`config.mk`:
```
export PLATFORM = sky130hd
export DESIGN_NAME = param_save
export DESIGN_NICKNAME = d
export VERILOG_FILES = /design/src/param_save_pkg.sv /design/src/param_save.sv
export SDC_FILE = /design/constraint.sdc
export NUM_CORES = 1
export LEC_CHECK = 0
export BUFFER_PORTS_ARGS = -buffer_cell sky130_fd_sc_hd__buf_2
export CAP_MARGIN = 25
export CORE_MARGIN = 1
export CORE_UTILIZATION = 55
export DETAILED_ROUTE_END_ITERATION = 16
export MAX_ROUTING_LAYER = met4
export PLACE_DENSITY = 0.76
export REMOVE_ABC_BUFFERS = 1
export SYNTH_ARGS = -nofsm -noshare
export SYNTH_HDL_FRONTEND = slang
export SYNTH_SLANG_ARGS = --single-unit
```
`constraint.sdc`:
```
create_clock -name sys_clk_i -period 13.7 [get_ports sys_clk_i]
set_clock_uncertainty 0.15 [all_clocks]
set_input_delay 0.685 -clock sys_clk_i [delete_from_list [all_inputs] [get_ports sys_clk_i]]
set_output_delay 0.685 -clock sys_clk_i [all_outputs]
set_load 0.02 [all_outputs]
```
`src/param_save_pkg.sv`:
```
// constants for the category parameter save block
// Contract
// - one save subindex per category; each category subindex saves only its own category
// - writing 65766173h to a category subindex saves all objects of that category
// - after the save finishes the subindex reads back the value 1
// - all-categories subindex saves everything except the CANopen category
// - communication category includes TPDO mappings up to 1A07h and 1F80h
// - application category includes 2034h, 2035h, controlword and target values
// - customer category holds only the user storage area 2701h, uninterpreted
// - drive category includes 3202h, 320Dh, 6073h and 6080h
// - tuning category includes 2030h, 2031h, 203Bh, feedback objects, 6075h, resolutions
// - only whole categories are saved, never one object alone
// - saved values reload at power-on or reset and survive firmware update
package param_save_pkg;
   localparam logic [31:0] SAVE_CODE = 32'h6576_6173;
   localparam logic [31:0] DONE_VAL = 32'h0000_0001;
   localparam logic [15:0] SAVE_OBJ = 16'h1010;
   localparam logic [7:0] SUB_ALL = 8'h01;
   localparam logic [7:0] SUB_COMM = 8'h02;
   localparam logic [7:0] SUB_APP = 8'h03;
   localparam logic [7:0] SUB_CUST = 8'h04;
   localparam logic [7:0] SUB_DRIVE = 8'h05;
   localparam logic [7:0] SUB_TUNE = 8'h06;
   localparam logic [7:0] SUB_CAN = 8'h0a;
   localparam int NCAT = 6;
   // category bit positions
   localparam int CAT_COMM = 0;
   localparam int CAT_APP = 1;
   localparam int CAT_CUST = 2;
   localparam int CAT_DRIVE = 3;
   localparam int CAT_TUNE = 4;
   localparam int CAT_CAN = 5;
   localparam logic [NCAT-1:0] CAT_ALL_MASK = 6'h1f;
   localparam logic [NCAT-1:0] CAT_NONE = 6'h00;
   typedef enum logic [1:0] {
      ST_IDLE = 2'b00,
      ST_SAVE = 2'b01,
      ST_DONE = 2'b10
   } save_state_e;
endpackage

```
`src/param_save.sv`:
```
// category save controller for the object dictionary save object
module param_save (
   input wire logic sys_clk_i,
   input wire logic reset_n_i,
   // object write from the fieldbus stack
   input wire logic wr_en_i,
   input wire logic [15:0] wr_index_i,
   input wire logic [7:0] wr_sub_i,
   input wire logic [31:0] wr_data_i,
   // object read of the save object
   input wire logic [7:0] rd_sub_i,
   output logic [31:0] rd_data_o,
   output logic rd_hit_o,
   // category lookup for any object index
   input wire logic [15:0] obj_index_i,
   output logic [5:0] obj_cat_o,
   // storage engine handshake
   output logic save_req_o,
   output logic [5:0] save_cats_o,
   input wire logic save_done_i,
   output logic busy_o
);
   param_save_pkg::save_state_e state_q, state_d;
   logic [param_save_pkg::NCAT-1:0] cats_q;
   logic [7:0] sub_q;
   logic [31:0] sub_val_q [param_save_pkg::NCAT+1];
   logic [param_save_pkg::NCAT-1:0] req_cats;
   logic sub_ok;
   logic [2:0] wr_slot, rd_slot;

   function automatic logic [2:0] slot_of(input logic [7:0] sub);
      unique case (sub)
         param_save_pkg::SUB_ALL: slot_of = 3'h0;
         param_save_pkg::SUB_COMM: slot_of = 3'h1;
         param_save_pkg::SUB_APP: slot_of = 3'h2;
         param_save_pkg::SUB_CUST: slot_of = 3'h3;
         param_save_pkg::SUB_DRIVE: slot_of = 3'h4;
         param_save_pkg::SUB_TUNE: slot_of = 3'h5;
         param_save_pkg::SUB_CAN: slot_of = 3'h6;
         default: slot_of = 3'h7;
      endcase
   endfunction

   always_comb begin
      wr_slot = slot_of(wr_sub_i);
      rd_slot = slot_of(rd_sub_i);
      sub_ok = (wr_slot != 3'h7);
      req_cats = param_save_pkg::CAT_NONE;
      unique case (wr_slot)
         3'h0: req_cats = param_save_pkg::CAT_ALL_MASK;
         3'h1: req_cats[param_save_pkg::CAT_COMM] = 1'b1;
         3'h2: req_cats[param_save_pkg::CAT_APP] = 1'b1;
         3'h3: req_cats[param_save_pkg::CAT_CUST] = 1'b1;
         3'h4: req_cats[param_save_pkg::CAT_DRIVE] = 1'b1;
         3'h5: req_cats[param_save_pkg::CAT_TUNE] = 1'b1;
         3'h6: req_cats[param_save_pkg::CAT_CAN] = 1'b1;
         default: req_cats = param_save_pkg::CAT_NONE;
      endcase
   end

   // whole categories only, no per-object path exists
   wire logic start = wr_en_i && (wr_index_i == param_save_pkg::SAVE_OBJ) && sub_ok
      && (wr_data_i == param_save_pkg::SAVE_CODE) && (state_q == param_save_pkg::ST_IDLE);

   always_comb begin
      state_d = state_q;
      unique case (state_q)
         param_save_pkg::ST_IDLE: if (start) state_d = param_save_pkg::ST_SAVE;
         param_save_pkg::ST_SAVE: if (save_done_i) state_d = param_save_pkg::ST_DONE;
         param_save_pkg::ST_DONE: state_d = param_save_pkg::ST_IDLE;
         default: state_d = param_save_pkg::ST_IDLE;
      endcase
   end

   always_ff @(posedge sys_clk_i) begin
      if (!reset_n_i) state_q <= param_save_pkg::ST_IDLE;
      else state_q <= state_d;
   end

   always_ff @(posedge sys_clk_i) begin
      if (!reset_n_i) begin
         cats_q <= param_save_pkg::CAT_NONE;
         sub_q <= 8'h00;
      end else if (start) begin
         cats_q <= req_cats;
         sub_q <= wr_sub_i;
      end
   end

   // subindex shows the written code while save_req_o is up, then 1 when finished
   always_ff @(posedge sys_clk_i) begin
      if (!reset_n_i) begin
         for (int i = 0; i <= param_save_pkg::NCAT; i++) sub_val_q[i] <= 32'h0000_0000;
      end else if (start) begin
         sub_val_q[wr_slot] <= wr_data_i;
      end else if (state_q == param_save_pkg::ST_SAVE && save_done_i) begin
         sub_val_q[slot_of(sub_q)] <= param_save_pkg::DONE_VAL;
      end
   end

   always_comb begin
      rd_hit_o = (rd_slot != 3'h7);
      rd_data_o = rd_hit_o ? sub_val_q[rd_slot] : 32'h0000_0000;
   end

   // request stays up until storage answers
   assign save_req_o = (state_q == param_save_pkg::ST_SAVE);
   assign save_cats_o = cats_q;
   assign busy_o = (state_q != param_save_pkg::ST_IDLE);

   // category membership; reload at reset is done by the storage engine
   // explicit lists: state-dependent objects such as the statusword must never be savable
   always_comb begin
      obj_cat_o = param_save_pkg::CAT_NONE;
      case (obj_index_i) inside
         16'h1005,
         16'h1006,
         16'h1007,
         16'h100c,
         16'h100d,
         16'h1014,
         16'h1016,
         16'h1017,
         16'h1019,
         16'h1029,
         [16'h1400:16'h1407],
         [16'h1600:16'h1607],
         [16'h1800:16'h1807],
         [16'h1a00:16'h1a07],
         16'h1f80,
         16'h2102,
         16'h3502,
         16'h3602: obj_cat_o[param_save_pkg::CAT_COMM] = 1'b1;
         16'h2034,
         16'h2035,
         16'h2036,
         16'h2037,
         16'h2038,
         16'h203a,
         16'h203d,
         16'h203e,
         16'h203f,
         16'h2084,
         16'h2290,
         16'h2300,
         16'h2410,
         16'h2800,
         16'h3210,
         16'h3212,
         16'h321a,
         16'h321b,
         16'h321c,
         16'h321d,
         16'h321e,
         16'h3221,
         16'h3240,
         16'h3242,
         16'h3243,
         16'h3250,
         16'h3252,
         16'h3321,
         16'h3322,
         16'h3323,
         16'h3700,
         16'h3701,
         16'h4013,
         16'h4015,
         16'h6007,
         16'h6040,
         16'h6042,
         16'h6046,
         16'h6048,
         16'h6049,
         16'h604a,
         16'h604c,
         16'h605a,
         16'h605b,
         16'h605c,
         16'h605d,
         16'h605e,
         16'h6060,
         16'h6065,
         16'h6066,
         16'h6067,
         16'h6068,
         16'h606d,
         16'h606e,
         16'h606f,
         16'h6070,
         16'h6071,
         16'h6072,
         16'h607a,
         16'h607b,
         16'h607c,
         16'h607d,
         16'h607e,
         16'h607f,
         16'h6081,
         16'h6082,
         16'h6083,
         16'h6084,
         16'h6085,
         16'h6086,
         16'h6087,
         16'h6091,
         16'h6092,
         16'h6096,
         16'h6097,
         16'h6098,
         16'h6099,
         16'h609a,
         16'h60a2,
         16'h60a4,
         16'h60a8,
         16'h60a9,
         16'h60b0,
         16'h60b1,
         16'h60b2,
         16'h60c1,
         16'h60c2,
         16'h60c4,
         16'h60c5,
         16'h60c6,
         16'h60e8,
         16'h60e9,
         16'h60ed,
         16'h60ee,
         16'h60f2,
         16'h60f8,
         16'h60fe,
         16'h60ff: obj_cat_o[param_save_pkg::CAT_APP] = 1'b1;
         16'h2701: obj_cat_o[param_save_pkg::CAT_CUST] = 1'b1;
         16'h3202,
         16'h320d,
         16'h6073,
         16'h6080: obj_cat_o[param_save_pkg::CAT_DRIVE] = 1'b1;
         16'h2030,
         16'h2031,
         16'h203b,
         16'h3203,
         16'h3380,
         16'h33a0,
         16'h33b0,
         16'h4021,
         16'h6075,
         16'h608f,
         16'h6090,
         16'h60e6,
         16'h60eb: obj_cat_o[param_save_pkg::CAT_TUNE] = 1'b1;
         16'h2005,
         16'h2006,
         16'h2007,
         16'h2009: obj_cat_o[param_save_pkg::CAT_CAN] = 1'b1;
         default: obj_cat_o = param_save_pkg::CAT_NONE;
      endcase
   end
endmodule

```
* Yosys cells after proc, flatten, opt, wreduce, memory -nomap -nowiden
Memories as Yosys holds them, arrays and structs flattened.
Cells that the tools add are included.
** Operators by class
- Order comparisons :: 8
- Eq/ne operators :: 168
- Multiplexer cells :: 51
- Reductions and logical operators :: 25
** Operator list (number)
- $eq 16x15->1 const B :: 74
- $eq 16x14->1 const B :: 49
- $eq 16x13->1 const B :: 12
- $reduce_or 98->1 :: 1
- $mux 32 :: 3
- $eq 8x3->1 const B :: 9
- $ge 16x13->1 const B :: 4
- $le 16x13->1 const B :: 4
- $reduce_or 32->1 :: 2
- $pmux 3 s7 :: 3
- $eq 8x2->1 const B :: 6
- $mux 1 :: 37
- $eq 32x31->1 const B :: 1
- $eq 8x1->1 const B :: 3
- $eq 8x4->1 const B :: 3
- $reduce_or 18->1 :: 1
- $mux 3 :: 5
- $reduce_or 13->1 :: 1
- $reduce_or 2->1 :: 5
- $eq 3x3->1 const B :: 3
- $logic_and 1x1->1 :: 9
- $reduce_or 4->1 :: 2
- $eq 3x2->1 const B :: 2
- $ne 3x3->1 const B :: 2
- other kinds (10) :: 11
** Storage, ports and cells
- Register bits :: 16
- Bits in writable memories :: 224
- Bits of input ports :: 84
- Word-level logic and storage cells :: 256
- Memories kept :: 1
** Memories
- sub_val_q :: depth 7, bits a word 32, read ports 1, clocked after memory_dff 0, wr ports 7, line param_save.sv:26 : logic [31:0] sub_val_q [param_save_pkg::NCAT+1];

* Depth between registers and ports, before layout
Gate-level depths: netlist of the first run.
- Depth after elaboration :: 12
- Depth in mapped cells :: 10
- Gate-level depth less buffers :: 8

* Worst setup path after synthesis of the first run
OpenSTA, ideal clock, no wires.
- Path kind :: in2reg
- Start :: in wr_data_i[11]
- End :: mem sub_val_q[3][0], enable pin
- Library setup time :: 0.466 ns
- Data arrival time :: 4.878 ns
- Setup slack :: 8.206 ns
- Stages on the path :: 7
- Path buffers :: 1
- Path through :: or4b_1 or4_4 nor4_4 nand3_1 a31o_1 buf_2 o21ai_0
** RTL lines
- start: declaration :: line param_save.sv:9 : input wire logic [31:0] wr_data_i,
- end: declaration :: line param_save.sv:26

* Final worst setup path of the first run
- Start :: in rd_sub_i[5]
- End :: out rd_data_o[5]
** Between the ends
- Word-level cells in the longest chain between the ends :: 4
** RTL lines
- start: declaration :: line param_save.sv:11 : input wire logic [7:0] rd_sub_i,
- $eq 8x4->1, or another cell as far along :: line param_save.sv:32 : unique case (sub)
- $pmux 3 s7 (*) :: line param_save.sv:32
- $mem_v2 7x32 or $ne 3x3->1 (tied branches)
- $mux 32 (*) :: line param_save.sv:103 : rd_data_o = rd_hit_o ? sub_val_q[rd_slot] : 32'h0000_0000;
- end: declaration :: line param_save.sv:12 : output logic [31:0] rd_data_o,
Every way passes the cells marked *; elsewhere a longest branch is shown, timed or not.

==> results of run 1 <==
synthesized netlist by cell type, drive strengths merged, types with 3 or more instances:
| library cell | count | share of area, % |
|---|---|---|
| edfxtp | 224 | 52 |
| nor3 | 94 | 4.5 |
| nand2 | 67 | 2.0 |
| mux4 | 64 | 11 |
| clkbuf | 61 | 1.8 |
| dfxtp | 48 | 7.5 |
| o21ai | 38 | 1.8 |
| nor2 | 37 | 1.1 |
| a22o | 33 | 2.2 |
| a21oi | 25 | 0.97 |
| buf | 25 | 1.2 |
| inv | 25 | 0.73 |
| and2 | 21 | 1.0 |
| nand3 | 18 | 0.70 |
| and3 | 13 | 0.63 |
| nand4 | 13 | 0.63 |
| nor4 | 13 | 0.80 |
| nor2b | 9 | 0.44 |
| nor4bb | 9 | 0.70 |
| or4 | 9 | 0.58 |
| a31oi | 8 | 0.44 |
| nand4b | 7 | 0.48 |
| or3 | 7 | 0.34 |
| nor4b | 6 | 0.41 |
| a2111oi | 4 | 0.27 |
| a32oi | 4 | 0.27 |
| nand3b | 4 | 0.23 |
| or2 | 4 | 0.19 |
| xnor2 | 4 | 0.27 |
| a21o | 3 | 0.18 |
| a31o | 3 | 0.20 |
| and4b | 3 | 0.23 |
| nand2b | 3 | 0.15 |
| nor3b | 3 | 0.18 |
| o2111ai | 3 | 0.20 |
| o211ai | 3 | 0.18 |
| o22ai | 3 | 0.15 |
| o31ai | 3 | 0.18 |
| o32ai | 3 | 0.20 |
| or3b | 3 | 0.20 |
| or4b | 3 | 0.23 |
| xor2 | 3 | 0.20 |
final timing paths:
| check | startpoint | depth (start not counted) | slack [ps] | end |
|---|---|---|---|---|
| worst max-delay path | rd_sub_i[5] | 7 | 9190 | rd_data_o[5] |
| worst min-delay path | sub_val_q[6][1]$_SDFFE_PN0P_ | 2 | 300 | sub_val_q[6][1]$_SDFFE_PN0P_ |
| worst max register to register | state_q[0]$_SDFFE_PN0P_ | 8 | 10080 | sub_val_q[3][1]$_SDFFCE_PN0P_ |
| worst min register to register | sub_val_q[6][1]$_SDFFE_PN0P_ | 2 | 300 | sub_val_q[6][1]$_SDFFE_PN0P_ |
logic make-up after synthesis:
kind of cell           Yosys count  synth area share [%]
other                            1               0.02915
flip-flops                     272                 59.75
AO/OA/AOI/OAI                  153                 8.714
buffers and inverters          111                 3.695
AND/OR/NAND/NOR                350                 16.05
XOR/XNOR                         7                0.4765
multiplexers                    65                 11.29
tightest hold or removal path, cell delays in order, from the launching register on:
cell,delay [ps]
dfxtp_1,310
nand2_1,50
o21ai_1,50
metrics by stage:
stage	utilization, %	setup slack, ps
2_1_floorplan	-	6687
3_3_place_gp	62.19	9201
3_5_place_dp	62.52	9182
4_1_cts	66.39	9171
5_1_grt	66.70	9054
6_report	66.70	9191
report_power, final:
part	internal (W)	leakage, nW	switching (W)	total, W
clock	0.000422	0.430	0.000305	0.000728
sequential	0.000932	2.49	0.0000106	0.000942
combinational	0.0000402	2.56	0.0000668	0.000107
total	0.00139	5.47	0.000383	0.00178
layout make-up:
cell class                 count  area (sq um)
timing repair buffer         153         923.4
inverter                      25         93.84
clock inverter                15         137.6
fill                        1622          7585
tap                          313         391.6
multi-input combinational    680          5214
clock buffer                  35         745.7
sequential                   272          7687
registers in the layout (all words and copies together) (netlist names):
signal	count
sub_q	8
save_cats_o	6
state_q	2
sub_val_q	256
layer usage:
metal  up-vias  GRT usage [%]
met4         0          8.675
met5         -              -
met3        76          2.618
met2       401          42.15
met1      4356          33.94
li1       4076              -
==> summary.md, run 1 <==
| Metric | Value |
|---|---|
| Ant. Diodes | 0 |
| CTS tree | yes |
| Via/cell ratio | 5.967 |
| Worst vdd ir | 0.00009345 V |
| Setup TNS | 0 ps |
| CTS buffer count | 27 |
| Cells after Synth | 959 |
| Cts hold-fix bufs | 0 |
| Die area | 24010 sq um |
| GR Util All Layers | 25.74% |
| First-pass GRT wire length | 46.44 mm |
| Ys async rst share | 0% |
| Crit-path slowest cell | or4_1 |
| Die Height | 154.9 um |
| RSZ-0062 raised after global routing | false |
| Core area | 22780 sq um |
| Via count | 8909 |
| Outcome | completed |
| Remaining antenna violation count | 0 |
| Hold Path Class | flop to flop |
| DR top layer | met4 |
| Main flop type after synthesis | edfxtp_1 |
| Placed cell area | 14240 sq um |
| Fmax | 221.8 MHz |
| DR WL/cell | 19.79 um |
| Placer Congestion | 0.9233 |
| Pwr Density | 116.9 nW/um^2 |
| Layout cells sized above 1 | 27.54% |
| DR pass1 iterations | 5 |
| Largest net degree at the start of global routing | 97 |
| Syn-to-layout area delta | 18.09% |
| Syn Std Cell Area | 12870 sq um |
| Final setup viols | 0 |
| Initial Util | 56.48% |
| Final #Nets | 1243 |
| Ports | 131 |
| Max-slew violation count | 0 |
| Req. time, crit path | 12860 ps |
| Commonest non-fill, non-tap cell in the layout | edfxtp_1 |
| Layout Cells excl Fill | 1493 |
| Iter 0 DRT Violations | 708 |
| Buf+Inv Stages, Crit Path | 3 |
| CP arrival | 3670 ps |
| Synth warn | 0 |
| Overall power | 0.001777 W |
| Fin Hold WS | 295.2 ps |
| Cts repair resizes | 0 |
| Routed WL | 29.55 mm |
| DR WL met2 | 14.64 mm |
| Crit-path cells | buf_2, or4_1, a21oi_4, buf_4, mux4_2, a22o_1, buf_2 |
| Critical path fanouts, max | 50 |
| Reg clk slew, reported paths | 60 ps |
| Clk root buf | clkbuf_16 |
| Slew margin rel. | 35.34% |
| Library cells used by synthesis | 79 |
| Period Utilization, post-route | 32.91% |
| Final Cell Area | 15190 sq um |
| Post-CTS Setup Inserts | 0 |
| Max stage delay on crit path | 720 ps |
| Synthesized flop and latch total | 272 |
| Post-synth EDFFs | 224 |
| Post-DP HPWL | 17.62 mm |
| Wl on met1 | 12.17 mm |
| Most frequent CP cell | buf_2 |
| Die width | 154.9 um |
| CTS max path bufs | 3 |
| CTS H-tree depth | 1 |
| Port Buffers | 130 |
| CP top delay family | buffers and inverters |
| Rows | 55 |
| Worst Max-Slew Pin Slew | 966.8 ps |
| Vias in the first global route | 8752 |
| Initial antenna violation count | 0 |
| Met3 WL post-DR | 1.835 mm |
| Setup crit start kind | input pin |
| CP Class | input pin to primary output |
| LEAKAGE | 5.474 nW |
| Fin. Hold Viols | 0 |
| Max cap viols | 0 |
| Clock Latency Late Sink | 540 ps |
| Drt drc | 0 |
| Clock tree sinks | 272 |
| Setup crit end kind | primary output |
| Congestion Overflow GR | 0 |
| Sequential fraction of the synthesis area | 59.75% |
| Most frequent cells in the layout | edfxtp_1, buf_2, conb_1 |
| Mean Syn Cell Area | 13.42 sq um |
| Fin crit period | 4509 ps |
| Placed Instances | 1440 |
Note: power is estimated with default switching activity, not from simulation.
==> run 2, diff against run 1 <==
==> constraint.sdc (replaced) <==
create_clock -name sys_clk_i -period 4.5 [get_ports sys_clk_i]
set_clock_uncertainty 0.15 [all_clocks]
set_input_delay 0.225 -clock sys_clk_i [delete_from_list [all_inputs] [get_ports sys_clk_i]]
set_output_delay 0.225 -clock sys_clk_i [all_outputs]
set_load 0.02 [all_outputs]
==> run 2 against run 1 <==
  * Global-route usage decreased by 0.35 points
  * Critical path depth increased by 3
  * Sequential power increased to 3.0 times the previous value
  * Design area increased by 0.65%
  * Non-clock buffer count increased by 14
  * Count of clock-buffer cells in the layout unchanged
  * Largest cell class unchanged
  * Register-to-register slack got worse by 8900 ps
  * Clock power increased to 3.1 times the previous value
==> summary.md, run 2 (synthesis gave the netlist of run 1 again) <==
| Metric | Value |
|---|---|
| Comb pwr share | 6.0% |
| Final #Nets | 1257 |
| FILL cells | 1642 |
| Setup crit start kind | input pin |
| Die Height | 154.9 um |
| Commonest non-fill, non-tap cell in the layout | edfxtp_1 |
| Worst vdd ir | 0.0002568 V |
| LEAKAGE | 5.541 nW |
| Max stage delay on crit path | 580 ps |
| Share of total power in the clock network | 41.3% |
| Hold path depth | 4 |
| Clk root buf | clkbuf_16 |
| Iter 0 DRT Violations | 639 |
| Clock tree sinks | 272 |
| Slew margin rel. | 29.01% |
| Layout cells sized above 1 | 27.89% |
| Hold Path Class | input pin to flop |
| CTS max path bufs | 3 |
| Final setup viols | 0 |
| Remaining antenna violation count | 0 |
| Worst Max-Slew Pin Slew | 1055 ps |
| Overall power | 0.005443 W |
| Die area | 24010 sq um |
| Sw Share | 21.18% |
| Rows | 55 |
| Core area | 22780 sq um |
| Routed WL | 29.04 mm |
| Max-slew violation count | 0 |
| Ports | 131 |
| RSZ-0062 raised after global routing | false |
| Placed Instances | 1445 |
| CTS H-tree depth | 1 |
| Most frequent cells in the layout | edfxtp_1, buf_2, conb_1 |
| Die width | 154.9 um |
| Register share of total power | 52.7% |
| Fin. Hold Viols | 0 |
| Ant. Diodes | 0 |
| Post-DP HPWL | 17.91 mm |
| Final Util | 67.14% |
| Fmax | 288.7 MHz |
| CP Class | input pin to flop |
| Post-CTS Setup Inserts | 0 |
| Net switching power | 0.001153 W |
| Reg2Reg Depth | 7 |
| Fin Hold WS | 23.90 ps |
| Vias in the first global route | 8792 |
| Int Pwr | 0.004290 W |
| Max cap viols | 0 |
| Pwr Density | 355.9 nW/um^2 |
| Layout Cells excl Fill | 1507 |
| Outcome | completed |
| Fin crit period | 3463 ps |
| First-pass GRT wire length | 46.39 mm |
| Setup crit end kind | flop |
| Placer Congestion | 0.9131 |
| Syn-to-layout area delta | 18.86% |
| Setup TNS | 0 ps |
| GR Util All Layers | 25.38% |
| Crit-path slowest cell | or4_4 |
| Port Buffers | 130 |
| Cts repair resizes | 0 |
| Req. time, crit path | 4550 ps |
| CP arrival | 3510 ps |
| CTS tree | yes |
| Initial antenna violation count | 0 |
| Period Utilization, post-route | 76.96% |
| Via/cell ratio | 5.887 |
| Most frequent CP cell | buf_4 |
| Largest net degree at the start of global routing | 97 |
| Crit-path cells | dlygate4sd3_1, buf_2, nor4_2, nand2_1, or4_4, nor2_4, a31oi_2, buf_4, o21ai_4, buf_4 |
| Via count | 8871 |
| Initial Util | 56.48% |
| Congestion Overflow GR | 0 |
| Critical path fanouts, max | 23 |
| Reg clk slew, reported paths | 60 ps |
| Largest register FFs | 256 |
| Drt drc | 0 |
| Reg with most FFs | sub_val_q |
| DR WL/cell | 19.27 um |
| Clock Latency Late Sink | 530 ps |
| CTS buffer count | 27 |
| DR pass1 iterations | 5 |
## run 2: cell types whose count changed in the layout (fill, tap and decap cells not counted), sizes merged
cell / previous run / this run
clkinv: 10 / 11
bufinv: 2 / 3
buf: 153 / 158
dlygate4sd3: 0 / 9
clkinvlp: 2 / 0
## run 2: path summary, 6_finish.rpt
path,endpoint,startpoint,slack (ps)
hold reg to reg,save_cats_o[1]$_SDFFE_PN0P_,save_cats_o[1]$_SDFFE_PN0P_,300
hold / removal,state_q[0]$_SDFFE_PN0P_,reset_n_i,20
setup / recovery,sub_val_q[4][25]$_SDFFCE_PN0P_,wr_sub_i[4],1040
setup reg to reg,sub_val_q[7][22]$_DFFE_PP_,state_q[0]$_SDFFE_PN0P_,1160
## run 2: what timing repair did
item                                   in CTS  in global routing
setup endpoints to repair                   0                  0
endpoints found under the hold margin       9                  0
hold buffers                                9                  0
## run 2: per-stage QoR
step,instance area [sq um],worst slack [ps]
4_1_cts,15230,1009
6_report,15290,1037
3_5_place_dp,14240,846.7
5_1_grt,15290,805.3
2_1_floorplan,12870,-1860
3_3_place_gp,14240,954.1
## run 2: routing by layer
layer | GRT usage [%] | share of wire [%]
met1 | 32.72 | 41
met2 | 43.05 | 51
met3 | 2.841 | 5.4
met5 | - | 0
met4 | 6.742 | 2.2
## run 2: area by class of cell
type	instances	area, sq um	share of cell area [%]
repair buffers	167	1007	6.586
clock inverters	15	162.7	1.064
multi-input cells	680	5214	34.09
flip-flops and latches	272	7687	50.27
well taps	313	391.6	2.561
clock buffers	35	735.7	4.811
inverters	25	93.84	0.6136
## run 2: worst max-delay path, delay by kind of cell
family / cells / cell delay (ps)
buffers and inverters: 4 / 1320
AND/OR/NAND/NOR: 4 / 1480
AO/OA/AOI/OAI: 2 / 470
## run 2: power by group through the flow
stage | clock [W] | sequential (W) | combinational (W)
3_5_place_dp | 0 | 0.00292 | 0.000316
3_3_place_gp | 0 | 0.00291 | 0.000313
4_1_cts | 0.00228 | 0.00287 | 0.000323
6_report | 0.00225 | 0.00287 | 0.000328
2_1_floorplan | 0 | 0.00291 | 0.000169
5_1_grt | 0.00238 | 0.00288 | 0.000357
